## src/pin_direction_pkg.sv

```systemverilog
// constants for the pin direction control block
// assumes a 32-bit ahb-lite register bus, one slave
package pin_direction_pkg;
    localparam int unsigned PINS_PER_GROUP = 32;
    localparam int unsigned GROUP_COUNT = 2;
    localparam int unsigned GROUP_SEL_W = 1;
    localparam logic [11:0] GROUP_STRIDE = 12'h080;
    localparam int unsigned GROUP_LSB = 7;
    localparam logic [6:0] OFS_DIRECTION = 7'h00;
    localparam logic [6:0] OFS_CLEAR = 7'h04;
    localparam logic [6:0] OFS_SET = 7'h08;
    localparam logic [6:0] OFS_TOGGLE = 7'h0C;
    localparam logic [31:0] DIRECTION_RESET = 32'h00000000;
    localparam logic [1:0] HTRANS_NONSEQ = 2'h2;
    localparam logic [1:0] HTRANS_SEQ = 2'h3;
    localparam logic [2:0] HSIZE_BYTE = 3'h0;
    localparam logic [2:0] HSIZE_HALF = 3'h1;
    localparam logic [2:0] HSIZE_WORD = 3'h2;
    typedef enum logic [1:0] {
        OP_WRITE = 2'h0,
        OP_CLEAR = 2'h1,
        OP_SET = 2'h2,
        OP_TOGGLE = 2'h3
    } dir_op_t;
endpackage

```

## src/pin_direction_group.sv

```systemverilog
// one pin group: stored direction vector and its alias updates
// assumes a one-cycle write strobe with a byte-lane mask from the bus slave
`timescale 1ns/10ps
`default_nettype none
module pin_direction_group (
    // clock and reset
    input wire logic hclk,
    input wire logic hresetn,
    // write request
    input wire logic wr_en,
    input wire pin_direction_pkg::dir_op_t wr_op,
    input wire logic [31:0] wr_data,
    input wire logic [31:0] wr_mask,
    // state
    output logic [31:0] direction_q
);
    logic [31:0] direction_d;

    always_comb
    begin
        direction_d = direction_q;
        case (wr_op)
            pin_direction_pkg::OP_WRITE:
                direction_d = (direction_q & ~wr_mask) | (wr_data & wr_mask);
            pin_direction_pkg::OP_CLEAR:
                direction_d = direction_q & ~(wr_data & wr_mask);
            pin_direction_pkg::OP_SET:
                direction_d = direction_q | (wr_data & wr_mask);
            pin_direction_pkg::OP_TOGGLE:
                direction_d = direction_q ^ (wr_data & wr_mask);
            default:
                direction_d = direction_q;
        endcase
    end

    always_ff @(posedge hclk or negedge hresetn)
    begin
        if (!hresetn)
            direction_q <= pin_direction_pkg::DIRECTION_RESET;
        else if (wr_en)
            direction_q <= direction_d;
    end
endmodule // pin_direction_group
`default_nettype wire

```

## src/pin_direction_control.sv

```systemverilog
// ahb-lite slave holding the direction vector of each pin group
// assumes a single ahb-lite master; hready is this slave's hreadyout
`timescale 1ns/10ps
`default_nettype none
module pin_direction_control (
    // clock and reset
    input wire logic hclk,
    input wire logic hresetn,
    // ahb-lite slave
    input wire logic hsel,
    input wire logic [11:0] haddr,
    input wire logic [1:0] htrans,
    input wire logic hwrite,
    input wire logic [2:0] hsize,
    input wire logic [31:0] hwdata,
    input wire logic hready,
    output logic hreadyout,
    output logic hresp,
    output logic [31:0] hrdata,
    // write protection
    input wire logic peripheral_write_guard,
    // pin direction to the pad logic
    output logic [31:0] pin_output_enable_g0_q,
    output logic [31:0] pin_output_enable_g1_q
);
    localparam int unsigned NG = pin_direction_pkg::GROUP_COUNT;

    logic wr_pend_q;
    logic [pin_direction_pkg::GROUP_SEL_W-1:0] wr_group_q;
    pin_direction_pkg::dir_op_t wr_op_q;
    logic [31:0] wr_mask_q;
    logic wr_block_q;
    logic [31:0] dir_vec [NG];
    logic [NG-1:0] grp_wr;
    logic addr_valid;
    logic [6:0] ofs;
    logic [pin_direction_pkg::GROUP_SEL_W-1:0] grp;
    logic [31:0] rd_d;
    logic [31:0] lane_mask;

    // byte lanes touched by a transfer
    function automatic logic [31:0] lanes(input logic [2:0] size, input logic [1:0] a);
        logic [31:0] m;
        m = 32'h00000000;
        case (size)
            pin_direction_pkg::HSIZE_BYTE: m = 32'h000000FF << {a, 3'h0};
            pin_direction_pkg::HSIZE_HALF: m = a[1] ? 32'hFFFF0000 : 32'h0000FFFF;
            default: m = 32'hFFFFFFFF;
        endcase
        return m;
    endfunction

    // offset within a group to alias operation
    function automatic pin_direction_pkg::dir_op_t op_of(input logic [6:0] o);
        pin_direction_pkg::dir_op_t r;
        r = pin_direction_pkg::OP_WRITE;
        case ({o[6:2], 2'h0})
            pin_direction_pkg::OFS_CLEAR: r = pin_direction_pkg::OP_CLEAR;
            pin_direction_pkg::OFS_SET: r = pin_direction_pkg::OP_SET;
            pin_direction_pkg::OFS_TOGGLE: r = pin_direction_pkg::OP_TOGGLE;
            default: r = pin_direction_pkg::OP_WRITE;
        endcase
        return r;
    endfunction

    assign ofs = haddr[pin_direction_pkg::GROUP_LSB-1:0];
    assign grp = haddr[pin_direction_pkg::GROUP_LSB +: pin_direction_pkg::GROUP_SEL_W];
    assign addr_valid = (haddr[11:pin_direction_pkg::GROUP_LSB+pin_direction_pkg::GROUP_SEL_W]
                         == '0) && ({ofs[6:2], 2'h0} <= pin_direction_pkg::OFS_TOGGLE);
    assign lane_mask = lanes(hsize, haddr[1:0]);

    logic req;
    assign req = hsel && hready && (htrans == pin_direction_pkg::HTRANS_NONSEQ
                                    || htrans == pin_direction_pkg::HTRANS_SEQ);

    // address phase capture for writes
    always_ff @(posedge hclk or negedge hresetn)
    begin
        if (!hresetn)
        begin
            wr_pend_q <= 1'b0;
            wr_group_q <= '0;
            wr_op_q <= pin_direction_pkg::OP_WRITE;
            wr_mask_q <= 32'h00000000;
            wr_block_q <= 1'b0;
        end
        else
        begin
            wr_pend_q <= req && hwrite && addr_valid;
            if (req && hwrite)
            begin
                wr_group_q <= grp;
                wr_op_q <= op_of(ofs);
                wr_mask_q <= lane_mask;
                wr_block_q <= peripheral_write_guard;
            end
        end
    end

    genvar g;
    generate
        for (g = 0; g < NG; g++)
        begin : gen_group
            assign grp_wr[g] = wr_pend_q && !wr_block_q && (wr_group_q == g);
            pin_direction_group u_group (
                .hclk(hclk),
                .hresetn(hresetn),
                .wr_en(grp_wr[g]),
                .wr_op(wr_op_q),
                .wr_data(hwdata),
                .wr_mask(wr_mask_q),
                .direction_q(dir_vec[g])
            );
        end
    endgenerate

    always_comb
    begin
        rd_d = 32'h00000000;
        if (req && !hwrite && addr_valid)
            rd_d = dir_vec[grp];
    end

    always_ff @(posedge hclk or negedge hresetn)
    begin
        if (!hresetn)
            hrdata <= 32'h00000000;
        else if (req)
            hrdata <= rd_d;
    end

    // zero wait states, always okay
    always_ff @(posedge hclk or negedge hresetn)
    begin
        if (!hresetn)
        begin
            hreadyout <= 1'b1;
            hresp <= 1'b0;
        end
        else
        begin
            hreadyout <= 1'b1;
            hresp <= 1'b0;
        end
    end

    // direction to pads, registered one more stage
    always_ff @(posedge hclk or negedge hresetn)
    begin
        if (!hresetn)
        begin
            pin_output_enable_g0_q <= pin_direction_pkg::DIRECTION_RESET;
            pin_output_enable_g1_q <= pin_direction_pkg::DIRECTION_RESET;
        end
        else
        begin
            pin_output_enable_g0_q <= dir_vec[0];
            pin_output_enable_g1_q <= dir_vec[1];
        end
    end
endmodule // pin_direction_control
`default_nettype wire

```

## config.mk

```make
export PLATFORM = sky130hd
export DESIGN_NAME = pin_direction_control
export DESIGN_NICKNAME = d
export VERILOG_FILES = /design/src/pin_direction_pkg.sv /design/src/pin_direction_group.sv /design/src/pin_direction_control.sv
export SDC_FILE = /design/constraint.sdc
export NUM_CORES = 1
export LEC_CHECK = 0
export ABC_AREA = 1
export ABC_CLOCK_PERIOD_IN_PS = 1460
export BUFFER_PORTS_ARGS = -buffer_cell sky130_fd_sc_hd__buf_2
export CORE_MARGIN = 2
export CORE_UTILIZATION = 52
export CTS_BUF_LIST = sky130_fd_sc_hd__clkbuf_16
export DETAILED_ROUTE_END_ITERATION = 10
export PLACE_DENSITY = 0.84
export SLEW_MARGIN = 20
export SYNTH_ARGS = -nofsm -noshare
export SYNTH_HDL_FRONTEND = slang
export SYNTH_HIERARCHICAL = 1
export SYNTH_SLANG_ARGS = --single-unit
export TNS_END_PERCENT = 50
```

## constraint.sdc

```tcl
create_clock -name hclk -period 1.46 [get_ports hclk]
set_input_delay 0.073 -clock hclk [delete_from_list [all_inputs] [get_ports hclk]]
set_output_delay 0.073 -clock hclk [all_outputs]
set_load 0.005 [all_outputs]
```

# Yosys cells after proc, flatten, opt, wreduce, memory -nomap -nowiden
# Cells that the tools add are included.
# Widths: inputs -> output; s select.
totals:
  wordCells: 62
  inputBits: 55
  register_bits: 197
  out_inout_bits: 98
op_classes:
  shifts: 1
  n_eq_ne: 9
  reduce_logical: 16
  bitwise_logic: 15
  order_cmp: 2
  n_mux: 9
ops:
  columns: ["cell", "n"]
  rows:
  - ["$pmux 32 s4", 2]
  - ["$and 32x32->32", 5]
  - ["$mux 32", 5]
  - ["$or 32x32->32", 4]
  - ["$not 32->32", 2]
  - ["$pmux 32 s2", 1]
  - ["$xor 32x32->32", 2]
  - ["$shl 8x5->32 const A", 1]
  - ["$eq 5x2->1 const B", 2]
  - ["$logic_and 1x1->1", 10]
  - ["$eq 2x2->1 const B", 4]
  - ["$le 7x4->1 const B", 1]
  - ["$pmux 2 s3", 1]
  - ["$eq 5x1->1 const B", 1]
  - ["$logic_not 4->1", 1]
  - ["$eq 3x1->1 const B", 1]
  - ["$logic_not 3->1", 1]
  - ["$eq 2x1->1 const B", 1]
  - ["$ge 2x2->1 const B", 1]
  - ["$logic_not 1->1", 2]
  - ["$logic_not 2->1", 1]
  - ["$not 1->2", 1]
  - ["$logic_or 1x1->1", 1]
  - ["$not 1->1", 1]

# Longest topological paths before layout
depth:
  depth_word: 6
  ltp_mapped: 7
  mapped_depth_nobuf: 6

# Modules after synthesis
# Netlist, hierarchy kept.
modules_own_cells:
  columns: ["mod", "seq_area_each_um2", "instances", "cells_per_inst", "area_each_um2"]
  rows:
  - ["pin_direction_group", 800.8, 2, 511, 3039.2]
  - ["pin_direction_control", 2627.5, 1, 366, 3813.7]

# Least setup slack after synthesis
# No wires, ideal clock.
synth_timing:
  path_kind: "flip-flop to flip-flop"
  startpoint: "reg, netlist name wr_mask_q[7]"
  endpoint: "reg gen_group[0].u_group.direction_q[0]"
  path_stages_with_launch: 6
  synth_period_minus_slack_ps: 1562
  t_arrival_ps: 1485
  setup_time_ps: 77
  n_path_buf: 0
  slack_ps: -102
  t_required_ps: 1383
  path_cell_list: "dfrtp_1 -> nand2_1 -> ha_1 -> nor2_1 -> nor2_1 -> a21oi_1"
synth_lines:
  columns: ["item", "line", "text"]
  rows:
  - ["end signal: assignment", "pin_direction_group.sv:39", "direction_q <= pin_direction_pkg::DIRECTION_RESET;"]
  - ["end signal: assignment", "pin_direction_group.sv:41", "direction_q <= direction_d;"]
  - ["end: declaration", "pin_direction_group.sv:15", "output logic [31:0] direction_q"]

# Worst setup path in the final report
layout_timing:
  startpoint: "reg wr_op_q[1]"
  endpoint: "reg gen_group[1].u_group.direction_q[17]"
layout_via:
  elab_chain_len: 2
  elab_cells_between_ends: 5
layout_lines:
  columns: ["item", "line", "text"]
  rows:
  - ["start: declaration", "pin_direction_control.sv:30", "pin_direction_pkg::dir_op_t wr_op_q;"]
  - ["start signal: assignment", "pin_direction_control.sv:83", "wr_op_q <= pin_direction_pkg::OP_WRITE;"]
  - ["start signal: assignment", "pin_direction_control.sv:93", "wr_op_q <= op_of(ofs);"]
  - ["$eq 2x2->1 (tied with other cells)", "pin_direction_group.sv:22", "case (wr_op)"]
  - ["$pmux 32 s4 *", "pin_direction_group.sv:22", null]
  - ["end signal: assignment", "pin_direction_group.sv:39", null]
  - ["end signal: assignment", "pin_direction_group.sv:41", null]
  - ["end: declaration", "pin_direction_group.sv:15", null]
# Mark *: on every way between the ends. The rest lies on a longest branch, timed or not.
# A chain may end at the register's enable or synchronous reset.

==> results.md <==
* Max_cap viols at 0
* Wire per inst at around 15 um
* Clock buffers created by TritonCTS at 17
* Worst-path clk slew at around 60 ps
* Netlist Area Pre-Place at 9890 sq um
* Via count at 9,600
* Pwr Density at between 1000 and 1500 nW/um^2
* Initial antenna violation count at 0
* Final hold slack at 36.5 ps
* Area delta synth->final at 21.5%
* Hold Startpoint: hsize[1]
* Hold Crit Class: in2reg
* Switching share of power at between 20% and 30%
* Static leakage at between 6 and 7 nW
* Internal power at slightly below 9 mW
* Max layer used: met4
* Register-to-register setup slack at roughly 28 ps
* Maximum VDD drop at 0.880 mV
* Initial core utilization at 52.9%
* Drt first-iter violations at 875
* CTS HTree Levels at 4
* Comb pwr share at between 10% and 20%
* Buffers & Inverters on Critical Path at 2
* Residual DRC at 0
* CP Depth at 7
* Final Cycle Share at between 90% and 100%
* Fin Clk Skew at ~6.9 ps
* FF/Latch Area at about 4200 sq um
* Sw Pwr at between 3 and 4 mW
* Synth Warn # at 6
* CTS tree: yes
* Syn Nets at about 1.5k
* First-pass GRT wire length at approximately 43,000 um
* Die height at ~140 um
* Cells after synthesis at 1,388
* Crit Path Class: reg2reg
* Synth cell types at 23
* CTS max path bufs at 2
* Crit path time final at about 1400 ps
* Async SR Flop Fraction at 100%
* # IOs at around 150
* Slowest cell on crit path: dfrtp_2
* Worst Path Arrival at roughly 1800 ps
* # setup viols final at 0
* Total power at between 10 and 15 mW
* Routed met2 length at ~13,000 um
* Sink Count at ~170
* Cell row count at 50
* Root Driver: clkbuf_16
* Worst skew pair latency at roughly 430 ps
* Crit Path Max Fanout at 13
* Finished Core Util at 64.2%
* DP HPWL at roughly 17,000 um
* Final Hold Fails at 0
* Port buffer count at around 150
* Antenna cells at 0
* Metal3 WL at approximately 2200 um
* Cell repeated most along the worst path: nand2_1
* WL met1 at roughly 11,000 um
* Syn avg cell area at 7.13 sq um
* Final Net Count at 1,669
* Vias/cell at ~5.3
* Largest net degree at the start of global routing at between 60 and 70
* GP Congestion at 0.816
* Sequential share of the synthesized area at 42.8%
* Max Clk Rate at 0.698 GHz
* 1st-pass router iterations at 5
* GRT Total Usage at a little over a quarter
* Die Wd at about 140 um
* Worst setup SP type: flop
* Share of post-route cells with drive strength above 1 at between 10% and 20%
* Total wire length at about 27,000 um
* Vias in the first global route at roughly 8.8k
* FF-to-FF path depth at 7
* Fillcell total at ~1.5k
* Clk pwr share at between 40% and 50%
* Worst EP required at between 1500 and 2000 ps
* Status: complete, no violations
* CP top delay family: flip-flops
* Crit-path cells: buf_4 > nand2_1 > buf_4 > nand2_1 > nand3_1 > nand2_1 > a21oi_1
* R2R Path End: gen_group[1].u_group/direction_q[17]
* Hold path cells at 5
* Die area at slightly above 20,000 sq um
* Reg power frac at between 30% and 40%
* RR Startpoint: wr_op_q[1]
* Hold Path End: wr_mask_q[7]
* Grt ovf at 0
* Core ar. at 18,700 sq um
* EDFF count, synth at 0
* Worst Setup End Kind: flop
* Multi-input gate area at 4880 sq um
* Max stage delay on crit path at 420 ps
* Synth Register Bits at 169
* Pins Over Slew Limit at 0
* Post-DRT Antenna Nets at 0
* Primary FF master, synth: dfrtp_1
## Yosys cell counts, types with 4 or more instances
library cell  count  area (sq um)
o21ai_1          11          55.1
a21oi_1          66           330
o21ai_0          26           130
nand2_1         438          1640
buf_2            30           150
dfrtp_1         169          4230
inv_1           104           390
nor2_1          260           976
buf_4            13          97.6
nand3_1         162           811
buf_1             8          30.0
nor2_4            4          45.0
ha_1             64           801
clkbuf_1         14          52.6
buf_6             7          78.8
## tightest hold or removal path, stage by stage
cell and delay, ps:
buf_2 90, nor2_2 40, inv_1 60, a21oi_1 50, o21ai_1 100
## metal layers
layer	vias to the layer above	global-route usage [%]
li1	4692	-
met1	4365	35.4
met2	471	43.5
met3	72	4.49
met4	0	10.2
met5	-	0
## cell type report
type                            instances  share of cell area (%)
Clock buffer                           17                    3.54
Clock inverter                         15                    1.73
Inverter                              106                    3.31
Multi-Input combinational cell       1040                    40.6
Sequential cell                       169                    35.3
Tap cell                              234                    2.44
Timing Repair Buffer                  216                    13.1
## timing repair
action,CTS,global route
cloned,0,4
pin swaps,0,3
hold endpoints to repair,176,0
buffers inserted,0,8
endpoints found under the setup margin,3,43
hold buffers,11,0
gates resized for setup,0,18
## cells in the final DEF (no fill, tap or decap)
cell             n
buf_12          17
o21ai_0         26
buf_2          148
clkbuf_16       20
nor3_1           1
clkinv_1         3
dlygate4sd3_1   11
inv_1          107
nand3_1        162
buf_6            6
dfrtp_1        162
inv_2            2
clkinv_4         3
buf_4           28
nand2_1        438
nand3_4          1
nor2_2           2
buf_8            1
dfrtp_2          7
ha_1            64
bufinv_16        5
conb_1           2
o21ai_1         11
nor3_4           2
inv_6            1
clkbuf_4         2
a21oi_2          1
nand4_1          1
a21oi_1         65
nor2_1         259
nor2_4           4
nand2_2          1
## state kept, by name (all words and copies together), names as in the netlist
register and cells:
gen_group.u_group/direction_q 64, wr_mask_q 4, wr_op_q 2, wr_block_q 1, wr_pend_q 1, wr_group_q 1
pin_output_enable_g0_q 32, pin_output_enable_g1_q 32, hrdata 32
## power groups by stage
| stage | clock network, mW | registers, mW | logic [mW] |
|---|---|---|---|
| after floorplan | 0 | 5.01 | 1.40 |
| after detailed placement | 0 | 4.91 | 2.25 |
| after global routing | 5.13 | 4.83 | 2.76 |
| after global placement | 0 | 4.91 | 2.15 |
| after CTS | 4.93 | 4.82 | 2.29 |
| final | 4.89 | 4.83 | 2.41 |
## worst max path at each step
stage / from / to / slack (ps)
after floorplan: wr_mask_q[7] / gen_group[0].u_group/direction_q[0] / 120
after global placement: wr_block_q / gen_group[1].u_group/direction_q[5] / 70
after detailed placement: wr_block_q / gen_group[1].u_group/direction_q[7] / -3
after CTS: wr_block_q / gen_group[1].u_group/direction_q[30] / -10
after global routing: wr_op_q[1] / gen_group[1].u_group/direction_q[7] / -10
final: wr_op_q[1] / gen_group[1].u_group/direction_q[17] / 30
## logic make-up (layout without fill, tap and decap cells)
kind of cell | Yosys count | after routing | synth area share [%]
AND/OR/NAND/NOR | 871 | 871 | 35.7
flip-flops | 169 | 169 | 42.8
adder cells (fa/ha/maj) | 64 | 64 | 8.10
other | 2 | 2 | 0.0759
buffers and inverters | 179 | 354 | 8.21
AO/OA/AOI/OAI | 103 | 103 | 5.21
## through the flow
step	cells	worst slack [ps]	TNS [ps]	area [sq um]
after floorplan	1388	123	0	9900
after global placement	1742	66.8	0	11100
after detailed placement	1742	-2.61	-2.61	11100
after CTS	1785	-10.2	-22.0	11800
after global routing	1797	-12.7	-24.9	12000
final	1797	27.6	0	12000
Note: power is estimated with default switching activity, not from simulation.
